`src/core/mio_pkg.sv`:
```
/*
  mio_pkg: shared constants for the motor io block (register map, field
  positions, reset values, clock-derived cycle counts).
  assumes a single 20 MHz system clock and a 32-bit APB register bus.
*/
package mio_pkg;

  // ==========================================================
  // clock and derived timing
  localparam int unsigned CLK_HZ        = 20_000_000;
  localparam int unsigned INV_PWM_HZ    = 24_000;
  localparam int unsigned SM_PWM_HZ     = 50_000;
  // a period is a longest time: round down
  localparam int unsigned INV_PER       = CLK_HZ / INV_PWM_HZ;
  localparam int unsigned SM_PER        = CLK_HZ / SM_PWM_HZ;
  // duty limits in tenths of a percent
  localparam int unsigned INV_MIN_PERMIL = 2;
  localparam int unsigned SM_MAX_PERMIL  = 996;
  localparam int unsigned INV_MIN       = (INV_PER * INV_MIN_PERMIL) / 1000;
  localparam int unsigned INV_SPAN      = INV_PER - 2 * INV_MIN;
  localparam int unsigned SM_MAX        = (SM_PER * SM_MAX_PERMIL) / 1000;
  localparam int unsigned SAMPLE_US     = 1000;
  localparam int unsigned SAMPLE_CYC    = (CLK_HZ / 1_000_000) * SAMPLE_US;
  localparam int unsigned QUAD_STATES_PER_S = 12_000_000;

  // ==========================================================
  // register offsets (byte addresses)
  localparam logic [7:0] OFS_CTRL   = 8'h00;
  localparam logic [7:0] OFS_CMD    = 8'h04;
  localparam logic [7:0] OFS_IDLE   = 8'h08;
  localparam logic [7:0] OFS_LIMIT  = 8'h0c;
  localparam logic [7:0] OFS_ERR0   = 8'h10;
  localparam logic [7:0] OFS_ERR1   = 8'h14;
  localparam logic [7:0] OFS_OPORT  = 8'h18;
  localparam logic [7:0] OFS_OSET   = 8'h1c;
  localparam logic [7:0] OFS_OCLR   = 8'h20;
  localparam logic [7:0] OFS_MPOS   = 8'h24;
  localparam logic [7:0] OFS_APOS   = 8'h28;
  localparam logic [7:0] OFS_HOME   = 8'h2c;
  localparam logic [7:0] OFS_STEP   = 8'h30;
  localparam logic [7:0] OFS_SPER   = 8'h34;
  localparam logic [7:0] OFS_ISTAT  = 8'h38;
  localparam logic [7:0] OFS_IMASK  = 8'h3c;
  localparam logic [7:0] OFS_STATE  = 8'h40;

  // ==========================================================
  // ctrl fields
  localparam int CTL_MOTOR_ON = 0;
  localparam int CTL_FMT_LO   = 1;  // [2:1] output format
  localparam int CTL_STEP_POL = 3;  // 1: step pulse active high
  localparam int CTL_ADOF     = 4;  // amp disable on fault
  localparam int CTL_AMP_EN   = 5;
  localparam int CTL_MAIN_PD  = 6;  // main encoder pulse/direction
  localparam int CTL_AUX_PD   = 7;
  localparam int CTL_FIND_IDX = 8;
  localparam int CTL_OUT_EN   = 9;  // drive step/pwm pin
  localparam int CTL_W        = 10;
  localparam logic [CTL_W-1:0] CTL_RST = 10'h000;

  // status / mask bits
  localparam int ST_INDEX = 0;
  localparam int ST_FAULT = 1;
  localparam int ST_ABORT = 2;
  localparam int ST_STEPS = 3;
  localparam int ST_W     = 4;

  localparam logic [15:0] SPER_RST = 16'h0064;
  localparam logic [31:0] LIMIT_RST = 32'h7fff_ffff;

  typedef enum logic [1:0] {
    FMT_INVERTER,
    FMT_SIGN_MAG,
    FMT_STEPPER,
    FMT_ANALOG
  } mio_fmt_type;

endpackage : mio_pkg

```
`src/core/mio_quad.sv`:
```
/*
  mio_quad: one encoder channel pair with index; synchroniser, 4x
  quadrature or pulse/direction decoding, position counter.
  assumes encoder levels arrive asynchronously to clk.
*/
`timescale 1ns/1ps
`default_nettype none
module mio_quad #(
  parameter int POS_W = 32
) (
  // clock and reset
  input  wire logic             ref_clk,
  input  wire logic             rst_b,
  // encoder pins
  input  wire logic             quadrature_input_a,
  input  wire logic             quadrature_input_b,
  input  wire logic             index_in,
  // configuration
  input  wire logic             pulse_dir_mode,
  // results
  output logic [POS_W-1:0]      pos,
  output logic                  index_rise
);
  import mio_pkg::*;

  // ========================================================
  // synchronisers
  logic [2:0] s1_reg;
  logic [2:0] s2_reg;
  logic [2:0] s3_reg;

  always_ff @(posedge ref_clk or negedge rst_b) begin
    if (!rst_b) begin
      s1_reg <= 3'h0;
      s2_reg <= 3'h0;
      s3_reg <= 3'h0;
    end else begin
      s1_reg <= {index_in, quadrature_input_b, quadrature_input_a};
      s2_reg <= s1_reg;
      s3_reg <= s2_reg;
    end
  end

  // ========================================================
  // decode
  wire a_now = s2_reg[0];
  wire b_now = s2_reg[1];
  wire a_old = s3_reg[0];
  wire b_old = s3_reg[1];
  wire a_chg = a_now ^ a_old;
  wire b_chg = b_now ^ b_old;
  // a leads b: the changing channel ends unequal/equal in fixed pattern
  wire q_step = a_chg ^ b_chg;
  wire q_up   = a_chg ? (a_now ^ b_now) : (a_now ~^ b_now);
  wire pd_step = a_now & ~a_old;
  wire pd_up   = b_now;
  wire cnt_en = pulse_dir_mode ? pd_step : q_step;
  wire cnt_up = pulse_dir_mode ? pd_up : q_up;

  logic [POS_W-1:0] pos_next;
  assign pos_next = cnt_up ? pos + POS_W'(1) : pos - POS_W'(1);
  assign index_rise = s2_reg[2] & ~s3_reg[2];

  always_ff @(posedge ref_clk or negedge rst_b) begin
    if (!rst_b) pos <= '0;
    else if (cnt_en) pos <= pos_next;
  end

  a_both_ignored: assert property (@(posedge ref_clk) disable iff (!rst_b)
    (!pulse_dir_mode && a_chg && b_chg) |=> $stable(pos))
    else $error("double transition changed position");
  a_quad_dir: assert property (@(posedge ref_clk) disable iff (!rst_b)
    (!pulse_dir_mode && a_chg && !b_chg && a_now != b_now) |=> pos == $past(pos) + 1)
    else $error("a-leads-b step did not count up");
  a_pd_count: assert property (@(posedge ref_clk) disable iff (!rst_b)
    (pulse_dir_mode && a_now && !a_old && !b_now) |=> pos == $past(pos) - 1)
    else $error("pulse with low direction did not count down");
  c_quad_up: cover property (@(posedge ref_clk) disable iff (!rst_b)
    !pulse_dir_mode && q_step && q_up);

endmodule : mio_quad
`default_nettype wire

```
`src/core/mio_top.sv`:
```
/*
  mio_top: axis motor io interface. motor command sampling, inverter and
  sign-magnitude pwm, step/direction generator, amp enable, tracking
  fault, general outputs, main and aux encoder decoding, abort handling.
  assumes an APB master on ref_clk and encoder/abort pins asynchronous.
*/
// Behaviour
// in servo formats the applied command is refreshed once per sample period, or held at the idle level when the motor is off.
// amp enable goes low on abort, and on a tracking fault when amp-disable-on-fault is set.
// inverter pwm switches at 24 kHz with duty 0.2 percent at full negative, 50 percent at zero and 99.8 percent at full positive.
// sign-magnitude pwm switches at 50 kHz with duty 0 to 99.6 percent of magnitude and polarity on the sign pin.
// the sign pin shows command polarity in servo pwm use and step direction in stepper use.
// stepper use emits one 50 percent duty pulse per step with selectable polarity.
// after reset the step/pwm pin is driven low with the sign-magnitude jumper fitted, else left undriven.
// the error output goes low while any axis position error magnitude exceeds the fault limit.
// three general outputs, each set or cleared by a bit command, or all written by a port write.
// quadrature decoding counts every edge, four counts per encoder cycle.
// decoding keeps up with 12,000,000 quadrature states per second.
// in pulse/direction feedback a pulse on a counts one position with direction from b.
// the index pulse defines the home position during a find-index operation.
// an auxiliary encoder is decoded independently of the main one.
// a low abort input stops motion at once without ramp and terminates the motion program.
// encoder and abort inputs pass two synchroniser flip-flops before use.
// quadrature counts up when a leads b, down when b leads a, and ignores double changes.
`timescale 1ns/1ps
`default_nettype none
module mio_top #(
  parameter int unsigned SAMPLE_CYCLES = mio_pkg::SAMPLE_CYC,
  parameter int          POS_W         = 32
) (
  // clock and reset
  input  wire logic        ref_clk,
  input  wire logic        rst_b,
  // apb slave
  input  wire logic        psel,
  input  wire logic        penable,
  input  wire logic        pwrite,
  input  wire logic [7:0]  paddr,
  input  wire logic [31:0] pwdata,
  output logic [31:0]      prdata,
  output logic             pready,
  output logic             pslverr,
  output logic             irq,
  // drive side
  output logic [15:0]      motor_cmd,
  output logic             pwm_step_out,
  output logic             pwm_step_oe_b,
  output logic             sign_dir_out,
  output logic             amp_enable,
  output logic             error_out_b,
  output logic [2:0]       gen_out,
  output logic             program_abort,
  // straps and encoders
  input  wire logic        sign_magnitude_jumper,
  input  wire logic        quadrature_input_a,
  input  wire logic        quadrature_input_b,
  input  wire logic        index_in,
  input  wire logic        aux_input_a,
  input  wire logic        aux_input_b,
  input  wire logic        abort_in_b
);
  import mio_pkg::*;

  // ==========================================================
  // apb decode
  wire wr_en = psel & penable & pwrite;
  wire rd_en = psel & penable & ~pwrite;
  function automatic logic hit(input logic [7:0] a, input logic [7:0] ofs);
    hit = (a == ofs);
  endfunction : hit
  wire mapped = (paddr[1:0] == 2'b00) && (paddr <= OFS_STATE);
  assign pready  = 1'b1;
  assign pslverr = psel & penable & ~mapped;

  logic [CTL_W-1:0]  ctrl_reg;
  logic [15:0]       cmd_reg;
  logic [15:0]       idle_output_level;
  logic [31:0]       tracking_fault_limit;
  logic [31:0]       err0_reg;
  logic [31:0]       err1_reg;
  logic [2:0]        out_reg;
  logic [POS_W-1:0]  home_reg;
  logic [15:0]       sper_reg;
  logic [ST_W-1:0]   stat_reg;
  logic [ST_W-1:0]   mask_reg;
  logic              jumper_reg;
  logic              jumper_taken_reg;
  logic              pin_live_reg;

  wire [1:0] fmt_bits = ctrl_reg[CTL_FMT_LO+1:CTL_FMT_LO];
  wire stepper  = (fmt_bits == 2'(FMT_STEPPER));
  wire inverter = (fmt_bits == 2'(FMT_INVERTER));
  wire signmag  = (fmt_bits == 2'(FMT_SIGN_MAG));

  // ==========================================================
  // abort synchroniser
  logic ab1_reg;
  logic ab2_reg;
  always_ff @(posedge ref_clk or negedge rst_b) begin
    if (!rst_b) begin
      ab1_reg <= 1'b1;
      ab2_reg <= 1'b1;
    end else begin
      ab1_reg <= abort_in_b;
      ab2_reg <= ab1_reg;
    end
  end
  wire abort_now = ~ab2_reg;
  assign program_abort = abort_now;

  // ==========================================================
  // encoders
  logic [POS_W-1:0] main_pos;
  logic [POS_W-1:0] aux_pos;
  logic             main_index;
  mio_quad #(.POS_W(POS_W)) u_main (
    .ref_clk            (ref_clk),
    .rst_b              (rst_b),
    .quadrature_input_a (quadrature_input_a),
    .quadrature_input_b (quadrature_input_b),
    .index_in           (index_in),
    .pulse_dir_mode     (ctrl_reg[CTL_MAIN_PD]),
    .pos                (main_pos),
    .index_rise         (main_index)
  );
  // aux has no index; its own counter and mode keep it independent
  mio_quad #(.POS_W(POS_W)) u_aux (
    .ref_clk            (ref_clk),
    .rst_b              (rst_b),
    .quadrature_input_a (aux_input_a),
    .quadrature_input_b (aux_input_b),
    .index_in           (1'b0),
    .pulse_dir_mode     (ctrl_reg[CTL_AUX_PD]),
    .pos                (aux_pos),
    .index_rise         ()
  );
  wire home_hit = ctrl_reg[CTL_FIND_IDX] & main_index;

  // ==========================================================
  // tracking fault
  function automatic logic [31:0] mag32(input logic [31:0] v);
    mag32 = v[31] ? 32'(-v) : v;
  endfunction : mag32
  wire fault = (mag32(err0_reg) > tracking_fault_limit) |
               (mag32(err1_reg) > tracking_fault_limit);
  assign error_out_b = ~fault;
  assign amp_enable  = ctrl_reg[CTL_AMP_EN] & ~abort_now &
                       ~(ctrl_reg[CTL_ADOF] & fault);

  // ==========================================================
  // servo sample tick and applied command
  logic [31:0] samp_cnt_reg;
  wire samp_tick = (samp_cnt_reg == 32'(SAMPLE_CYCLES - 1));
  always_ff @(posedge ref_clk or negedge rst_b) begin
    if (!rst_b) samp_cnt_reg <= 32'h0000_0000;
    else samp_cnt_reg <= samp_tick ? 32'h0000_0000 : samp_cnt_reg + 32'h0000_0001;
  end
  // abort zeroes the command at once rather than waiting for a tick
  logic [15:0] cmd_next;
  assign cmd_next = abort_now ? 16'h0000 :
                    ctrl_reg[CTL_MOTOR_ON] ? cmd_reg : idle_output_level;
  always_ff @(posedge ref_clk or negedge rst_b) begin
    if (!rst_b) motor_cmd <= 16'h0000;
    else if (samp_tick | abort_now) motor_cmd <= cmd_next;
  end

  // ==========================================================
  // pwm
  logic [9:0] pwm_cnt_reg;
  wire [9:0] pwm_per = inverter ? 10'(INV_PER) : 10'(SM_PER);
  wire pwm_wrap = (pwm_cnt_reg >= pwm_per - 10'd1);
  // offset binary: flipping the sign bit maps full negative to zero
  wire [16:0] cmd_ofs = {1'b0, ~motor_cmd[15], motor_cmd[14:0]};
  wire [15:0] cmd_mag = motor_cmd[15] ? 16'(-motor_cmd) : motor_cmd;
  wire [26:0] inv_prod = 27'(cmd_ofs) * 27'(INV_SPAN);
  wire [26:0] sm_prod  = 27'(cmd_mag) * 27'(SM_MAX);
  wire [9:0] inv_hi = 10'(INV_MIN) + inv_prod[25:16];
  wire [9:0] sm_hi  = sm_prod[24:15];
  wire [9:0] pwm_hi = inverter ? inv_hi : sm_hi;
  logic pwm_reg;
  always_ff @(posedge ref_clk or negedge rst_b) begin
    if (!rst_b) pwm_cnt_reg <= 10'h000;
    else pwm_cnt_reg <= pwm_wrap ? 10'h000 : pwm_cnt_reg + 10'h001;
  end
  always_ff @(posedge ref_clk or negedge rst_b) begin
    if (!rst_b) pwm_reg <= 1'b0;
    else pwm_reg <= (pwm_cnt_reg < pwm_hi);
  end

  // ==========================================================
  // stepper
  logic [15:0] steps_left_reg;
  logic        step_dir_reg;
  logic [15:0] step_cnt_reg;
  logic        step_pulse_reg;
  wire step_busy = stepper & (steps_left_reg != 16'h0000);
  wire step_end  = step_busy & (step_cnt_reg >= sper_reg - 16'h0001);
  wire step_wr   = wr_en & hit(paddr, OFS_STEP);
  wire steps_done = step_end & (steps_left_reg == 16'h0001);
  always_ff @(posedge ref_clk or negedge rst_b) begin
    if (!rst_b) begin
      steps_left_reg <= 16'h0000;
      step_dir_reg   <= 1'b0;
      step_cnt_reg   <= 16'h0000;
    end else if (abort_now) begin
      steps_left_reg <= 16'h0000;
      step_cnt_reg   <= 16'h0000;
    end else if (step_wr) begin
      steps_left_reg <= pwdata[15:0];
      step_dir_reg   <= pwdata[16];
      step_cnt_reg   <= 16'h0000;
    end else if (step_busy) begin
      step_cnt_reg <= step_end ? 16'h0000 : step_cnt_reg + 16'h0001;
      if (step_end) steps_left_reg <= steps_left_reg - 16'h0001;
    end
  end
  // first half of each step period is the active half
  always_ff @(posedge ref_clk or negedge rst_b) begin
    if (!rst_b) step_pulse_reg <= 1'b0;
    else step_pulse_reg <= step_busy & (step_cnt_reg < {1'b0, sper_reg[15:1]});
  end

  // ==========================================================
  // pin muxing
  wire step_level = ctrl_reg[CTL_STEP_POL] ? step_pulse_reg : ~step_pulse_reg;
  // pin rests low after reset until software first writes the ctrl register
  assign pwm_step_out  = (!pin_live_reg) ? 1'b0 :
                         stepper ? step_level :
                         (inverter | signmag) ? pwm_reg : 1'b0;
  // jumper strap caught on the first clocked edge after release
  assign pwm_step_oe_b = ~(jumper_reg | ctrl_reg[CTL_OUT_EN]);
  assign sign_dir_out  = stepper ? step_dir_reg : motor_cmd[15];
  assign gen_out       = out_reg;

  always_ff @(posedge ref_clk or negedge rst_b) begin
    if (!rst_b) begin
      jumper_reg       <= 1'b0;
      jumper_taken_reg <= 1'b0;
    end else if (!jumper_taken_reg) begin
      jumper_reg       <= sign_magnitude_jumper;
      jumper_taken_reg <= 1'b1;
    end
  end

  // ==========================================================
  // register writes
  wire [ST_W-1:0] events;
  assign events[ST_INDEX] = home_hit;
  assign events[ST_FAULT] = fault;
  assign events[ST_ABORT] = abort_now;
  assign events[ST_STEPS] = steps_done;
  wire [ST_W-1:0] w1c = (wr_en & hit(paddr, OFS_ISTAT)) ? pwdata[ST_W-1:0] : '0;
  wire [2:0] out_next = hit(paddr, OFS_OPORT) ? pwdata[2:0] :
                        hit(paddr, OFS_OSET)  ? (out_reg | pwdata[2:0]) :
                        hit(paddr, OFS_OCLR)  ? (out_reg & ~pwdata[2:0]) : out_reg;

  always_ff @(posedge ref_clk or negedge rst_b) begin
    if (!rst_b) begin
      ctrl_reg             <= CTL_RST;
      cmd_reg              <= 16'h0000;
      idle_output_level    <= 16'h0000;
      tracking_fault_limit <= LIMIT_RST;
      err0_reg             <= 32'h0000_0000;
      err1_reg             <= 32'h0000_0000;
      out_reg              <= 3'h0;
      sper_reg             <= SPER_RST;
      mask_reg             <= '0;
      pin_live_reg         <= 1'b0;
    end else begin
      if (wr_en) begin
        if (hit(paddr, OFS_CTRL)) ctrl_reg <= pwdata[CTL_W-1:0];
        else if (hit(paddr, OFS_CMD)) cmd_reg <= pwdata[15:0];
        else if (hit(paddr, OFS_IDLE)) idle_output_level <= pwdata[15:0];
        else if (hit(paddr, OFS_LIMIT)) tracking_fault_limit <= pwdata;
        else if (hit(paddr, OFS_ERR0)) err0_reg <= pwdata;
        else if (hit(paddr, OFS_ERR1)) err1_reg <= pwdata;
        else if (hit(paddr, OFS_SPER)) sper_reg <= pwdata[15:0];
        else if (hit(paddr, OFS_IMASK)) mask_reg <= pwdata[ST_W-1:0];
        out_reg <= out_next;
        if (hit(paddr, OFS_CTRL)) pin_live_reg <= 1'b1;
      end
      // find-index disarms itself once home is taken
      if (home_hit) ctrl_reg[CTL_FIND_IDX] <= 1'b0;
    end
  end

  always_ff @(posedge ref_clk or negedge rst_b) begin
    if (!rst_b) begin
      home_reg <= '0;
      stat_reg <= '0;
    end else begin
      if (home_hit) home_reg <= main_pos;
      stat_reg <= (stat_reg & ~w1c) | events;      // set wins over clear
    end
  end
  assign irq = |(stat_reg & mask_reg);

  // ==========================================================
  // read mux
  wire [31:0] state_word = {24'h00_0000, step_busy, jumper_reg, fault,
                            amp_enable, abort_now, gen_out};
  assign prdata = !rd_en ? 32'h0000_0000 :
    hit(paddr, OFS_CTRL)  ? 32'(ctrl_reg) :
    hit(paddr, OFS_CMD)   ? {16'h0000, cmd_reg} :
    hit(paddr, OFS_IDLE)  ? {16'h0000, idle_output_level} :
    hit(paddr, OFS_LIMIT) ? tracking_fault_limit :
    hit(paddr, OFS_ERR0)  ? err0_reg :
    hit(paddr, OFS_ERR1)  ? err1_reg :
    hit(paddr, OFS_OPORT) ? {29'h0000_0000, out_reg} :
    hit(paddr, OFS_MPOS)  ? 32'(main_pos) :
    hit(paddr, OFS_APOS)  ? 32'(aux_pos) :
    hit(paddr, OFS_HOME)  ? 32'(home_reg) :
    hit(paddr, OFS_STEP)  ? {15'h0000, step_dir_reg, steps_left_reg} :
    hit(paddr, OFS_SPER)  ? {16'h0000, sper_reg} :
    hit(paddr, OFS_ISTAT) ? 32'(stat_reg) :
    hit(paddr, OFS_IMASK) ? 32'(mask_reg) :
    hit(paddr, OFS_STATE) ? state_word : 32'h0000_0000;

  // ==========================================================
  // checks
  a_amp_abort: assert property (@(posedge ref_clk) disable iff (!rst_b)
    abort_now |-> !amp_enable)
    else $error("amp enable high during abort");
  a_amp_fault: assert property (@(posedge ref_clk) disable iff (!rst_b)
    (ctrl_reg[CTL_ADOF] && fault) |-> !amp_enable)
    else $error("amp enable high on fault");
  a_err_pin: assert property (@(posedge ref_clk) disable iff (!rst_b)
    (mag32(err0_reg) > tracking_fault_limit) |-> !error_out_b)
    else $error("error pin not low on fault");
  a_cmd_hold: assert property (@(posedge ref_clk) disable iff (!rst_b)
    (!samp_tick && !abort_now) |=> $stable(motor_cmd))
    else $error("command changed between samples");
  a_cmd_idle: assert property (@(posedge ref_clk) disable iff (!rst_b)
    (samp_tick && !abort_now && !ctrl_reg[CTL_MOTOR_ON]) |=> motor_cmd == $past(idle_output_level))
    else $error("idle level not applied");
  a_abort_stop: assert property (@(posedge ref_clk) disable iff (!rst_b)
    abort_now |=> (motor_cmd == 16'h0000) && (steps_left_reg == 16'h0000))
    else $error("abort did not stop motion");
  a_pwm_period: assert property (@(posedge ref_clk) disable iff (!rst_b)
    (inverter && pwm_cnt_reg == 10'(INV_PER - 1) && $stable(inverter)) |=> pwm_cnt_reg == 10'h000)
    else $error("inverter period wrong");
  a_sign_pin: assert property (@(posedge ref_clk) disable iff (!rst_b)
    (signmag || inverter) |-> sign_dir_out == motor_cmd[15])
    else $error("sign pin not command polarity");
  a_strap_drive: assert property (@(posedge ref_clk) disable iff (!rst_b)
    (jumper_taken_reg && jumper_reg) |-> !pwm_step_oe_b)
    else $error("jumper fitted but pin undriven");
  a_port_set: assert property (@(posedge ref_clk) disable iff (!rst_b)
    (wr_en && hit(paddr, OFS_OSET)) |=> (gen_out & $past(pwdata[2:0])) == $past(pwdata[2:0]))
    else $error("bit set lost");

  c_step_done: cover property (@(posedge ref_clk) disable iff (!rst_b) steps_done);
  c_home_found: cover property (@(posedge ref_clk) disable iff (!rst_b) home_hit);
  c_fault_irq: cover property (@(posedge ref_clk) disable iff (!rst_b) fault ##1 irq);

endmodule : mio_top
`default_nettype wire

```
`config.mk`:
```
export PLATFORM = sky130hd
export DESIGN_NAME = mio_top
export DESIGN_NICKNAME = d
export VERILOG_FILES = /design/src/core/mio_pkg.sv /design/src/core/mio_quad.sv /design/src/core/mio_top.sv
export SDC_FILE = /design/constraint.sdc
export NUM_CORES = 1
export LEC_CHECK = 0
export BUFFER_PORTS_ARGS = -buffer_cell sky130_fd_sc_hd__buf_4
export CAP_MARGIN = 20
export CORE_MARGIN = 1.5
export CORE_UTILIZATION = 55
export DETAILED_ROUTE_END_ITERATION = 8
export PLACE_DENSITY = 0.72
export SYNTH_ARGS = -nofsm -noshare
export SYNTH_HDL_FRONTEND = slang
export SYNTH_HIERARCHICAL = 1
export SYNTH_SLANG_ARGS = --single-unit
```
`constraint.sdc`:
```
create_clock -name ref_clk -period 7.12 [get_ports ref_clk]
set_clock_uncertainty 0.2 [all_clocks]
set_input_delay 0.356 -clock ref_clk [delete_from_list [all_inputs] [get_ports ref_clk]]
set_output_delay 0.356 -clock ref_clk [all_outputs]
set_load 0.01 [all_outputs]
```
After elaboration in Yosys (flattened, before gate mapping)
Cells that the tools add are included.
{"block": "word_totals", "word_cells": 208, "output_inout_bits": 60, "ff_bits": 374, "input_bits": 52}
{"block": "op_classes", "n_mux": 53, "bitwise_logic": 56, "multipliers": 2, "reduce_logical": 21, "order_cmp": 7, "addsub": 14, "n_eq_ne": 22}
{"operator": "32-bit two-way mux", "n": 16}
{"operator": "16-bit two-way mux", "n": 12}
{"operator": "32-bit by 1-bit adder with 32-bit output (second input constant)", "n": 3}
{"operator": "8-bit by 6-bit == test with 1-bit output (second input constant)", "n": 8}
{"operator": "32-bit > comparator", "n": 2}
{"operator": "32-bit negator", "n": 2}
{"operator": "32-bit by 1-bit subtractor with 32-bit output (second input constant)", "n": 2}
{"operator": "32-bit by 15-bit == test with 1-bit output (second input constant)", "n": 1}
{"operator": "8-bit by 5-bit == test with 1-bit output (second input constant)", "n": 4}
{"operator": "16-bit by 1-bit subtractor with 16-bit output (second input constant)", "n": 2}
{"operator": "10-bit two-way mux", "n": 3}
{"operator": "16-bit by 10-bit multiplier with 26-bit output (second input constant)", "n": 1}
{"operator": "16-bit by 8-bit multiplier with 24-bit output (second input constant)", "n": 1}
{"operator": "8-bit two-way mux", "n": 3}
{"operator": "9-bit two-way mux", "n": 2}
{"operator": "1-bit inverter", "n": 18}
{"operator": "1-bit bitwise AND", "n": 17}
{"operator": "17-bit two-way mux", "n": 1}
{"operator": "16-bit by 1-bit adder with 16-bit output (second input constant)", "n": 1}
{"operator": "16-bit by 1-bit == test with 1-bit output (second input constant)", "n": 1}
{"operator": "8-bit by 4-bit == test with 1-bit output (second input constant)", "n": 2}
{"operator": "16-bit greater-or-equal comparator", "n": 1}
{"operator": "16-bit by 15-bit less-than comparator with 1-bit output", "n": 1}
{"operator": "16-bit negator", "n": 1}
{"operator": "other kinds (38)", "n": 70}

Longest topological paths before layout
{"block": "logic_depth", "ltp_word": 23, "depth_mapped": 27}

By module
Netlist, hierarchy kept.
{"mod": "mio_top", "seq_area_each_um2": 7427.1, "cells_per_inst": 2509, "area_each_um2": 24300.8, "instances": 1}
{"mod": "mio_quad", "seq_area_each_um2": 1026.0, "cells_per_inst": 297, "area_each_um2": 2665.1, "instances": 2}

Worst setup path before layout
Ideal clock, no wire load.
{"block": "synth_timing", "kind": "register to register", "start": "register motor_cmd[7]", "end": "register pwm_reg", "path_slack_ps": 564, "t_arrival_ps": 6274, "t_required_ps": 6838, "path_stages_with_launch": 27, "setup_ps": 82, "cell_sequence": "dfrtp_1 inv_1 ha_1 inv_1 fa_1 inv_1 fa_1 fa_1 inv_1 fa_1 inv_1 ha_1 a21oi_1 a21oi_1 o211ai_1 nand3_1 a21oi_1 xnor2_1 ha_1 nand3_1 or3_1 o31a_1 nor4_1 nor3_1 ha_1 a211o_1 o22ai_1"}
{"block": "synth_via", "elab_chain_len": 5, "elab_cells_between_ends": 7, "cone_classes": "2 x add/sub; 2 x mul; 1 x order compare; 2 x mux"}
{"item": "start: declaration", "line_no": "mio_top.sv:45", "rtl": "output logic [15:0] motor_cmd,"}
{"item": "start signal: assignment", "line_no": "mio_top.sv:164", "rtl": "else if (samp_tick | abort_now) motor_cmd <= cmd_next;"}
{"item": "16-bit negator", "line_no": "mio_top.sv:174", "rtl": "wire [15:0] cmd_mag = motor_cmd[15] ? 16'(-motor_cmd) : motor_cmd;"}
{"item": "16-bit two-way mux", "line_no": "mio_top.sv:174"}
{"item": "16-bit by 8-bit multiplier with 24-bit output", "line_no": "mio_top.sv:176", "rtl": "wire [26:0] sm_prod = 27'(cmd_mag) * 27'(SM_MAX);"}
{"item": "10-bit two-way mux (*)", "line_no": "mio_top.sv:179", "rtl": "wire [9:0] pwm_hi = inverter ? inv_hi : sm_hi;"}
{"item": "10-bit less-than comparator (*)", "line_no": "mio_top.sv:187", "rtl": "else pwm_reg <= (pwm_cnt_reg < pwm_hi);"}
{"item": "end signal: assignment", "line_no": "mio_top.sv:187"}
{"item": "end: declaration", "line_no": "mio_top.sv:180", "rtl": "logic pwm_reg;"}
Every way passes the cells marked *; elsewhere a longest branch is shown, timed or not.
A chain may end at the register's enable or synchronous reset.

Worst setup path after layout
Ends and elaborated chain as after synthesis.

==> reports/metrics.cfg <==
[detailed_routing]
wl_per_cell_um=22.1
drc_errors=0
dr.pass1.iters=6
drt_iter0_markers=2427
finalWirelength_um=87400
viasPerCell=6.26
vias=24728
antenna_left=0

[grt]
grt_max_degree=119
overflow=0
antenna_found_initial=7
grt_pass1_wl_um=138000
grt_pass1_vias=23970
grt_usage=0.316

[clock_network]
clk_latency_ps=580
numCtsBuffers=45
cts_tree=yes
clockBufferDepth=3
htree_levels=2
clk_pin_slew_ps=60
cts_root_buffer=clkbuf_16
cts.sinks=374

[critical_path]
crit-reg2reg-capture=pwm_reg$_DFF_PN0_
crit_path_start_kind=flop
critPathMaxFanout=6
cp-end-kind=flop
critical_path_class=flop to flop
crit_end=pwm_reg$_DFF_PN0_
startpoint=motor_cmd[7]$_DFFE_PN0P_
r2r-start=motor_cmd[7]$_DFFE_PN0P_
ff2ff_path_depth=26
worstPathRequired_ps=7420
critical_path_arrival_ps=7090
r2r_slack_ps=340

[status]
status=complete, no violations

[yosys]
yosys_warnings=6
syn_inst=3098
netlist_area_um2=29500
synth.avg_cell_area_um2=9.54

[place]
place.gp.congestion=0.932
dp_hpwl_um=65700
post-place-ws_ps=67.2
dpl-instance-area_um2=31000
port_buffers=110

[floorplanning]
coreArea_um2=52900
die_h_um=235
die_w_um=235
start_util=0.559
io_pins=112
placementRows=84
dieArea_um2=55100

[pwr]
pwr_density_cell_nw_per_um2=181
leakagePower_nw=16.1
finalPower_mw=6.00
vdd_drop_max_v=0.000203

[final_layout]
final_area_um2=33200
final_common_cell=dfrtp_1
mostFrequentLayoutCells=331 x dfrtp_1, 278 x inv_1, 264 x ha_1
fin_util=0.628
area_delta_synth_final_pct=12.4
fin_nets=3649
drive_gt1_frac=0.163

[sta]
fin_tns_setup_ps=0
layout_setup_ws_ps=336
slew_headroom=0.307
max_freq_ghz=0.147
tightest_slew_ps=1040
slew_violations=0
setup_violations=0
min_period_over_period=0.953
fin_crit_ps=6780
hold_viol_final=0

[run]
cap_violations=0

[min_path]
worst_hold_path_type=flop to flop

-- report_power, final --
group          leakage [nW]  switching [mW]  internal, mW
clock                 0.752           0.947          1.42
combinational          10.5           0.525         0.363
sequential             4.80           0.437          2.31
total                  16.1            1.91          4.09
-- timing repair --
item | CTS | global route
buffers inserted | 0 | 11
endpoints found under the setup margin | 0 | 1
hold buffers | 40 | 0
hold endpoints to repair | 261 | 0
resized for setup | 0 | 32
-- per-layer routing --
metal / wire length (um) / global-route usage / vias to the layer above / part of all wire
met5: 0 / 0 / - / 0
met1: 38500 / 0.459 / 12155 / 0.44
li1: - / - / 11271 / -
met2: 38600 / 0.478 / 1143 / 0.44
met3: 7890 / 0.0627 / 159 / 0.090
met4: 2390 / 0.0907 / 0 / 0.027
-- stage by stage --
stage | hold slack [ps] | std cells
after detailed placement | 135 | 3807
after global placement | 131 | 3807
after global routing | 157 | 3948
after floorplan | -140 | 3099
after CTS | 138 | 3930
final | 149 | 3949
-- worst min path at each step --
stage                                          from                         end  depth (start not counted)
after global placement    u_aux/s1_reg[1]$_DFF_PN0_   u_aux/s2_reg[1]$_DFF_PN0_                          0
final                     u_aux/s1_reg[0]$_DFF_PN0_   u_aux/s2_reg[0]$_DFF_PN0_                          0
after floorplan                               rst_b  asynchronous set/reset pin                          0
after detailed placement  u_aux/s1_reg[1]$_DFF_PN0_   u_aux/s2_reg[1]$_DFF_PN0_                          0
after CTS                                  paddr[4]                        flop                          6
after global routing              ab1_reg$_DFF_PN1_           ab2_reg$_DFF_PN1_                          0
-- critical path: stages (launching register included) --
cell and delay (ps):
dfrtp_2 460, fa_1 550, inv_1 60, fa_1 510, inv_1 60, fa_1 470
fa_1 560, inv_1 60, fa_1 500, inv_1 40, ha_1 280, nand2_1 60
a211oi_2 240, buf_4 170, o2111ai_2 130, nand3_2 130, a21oi_2 80, xnor2_1 170
ha_2 230, nand3_2 90, or3_4 360, o31a_1 270, nor4_2 220, nor3_1 80
ha_1 300, a211o_1 310, o22ai_2 110
-- cell type report --
cell class                 instances  area, um2
multi-input combinational       2315      18700
clock buffer                      66       1350
sequential                       374       9410
tap                              688        861
inverter                         282       1060
clock inverter                    17        173
antenna                            6       15.0
fill                            4346      19600
timing repair buffer             201       1640
Note: power is estimated with default switching activity, not from simulation.
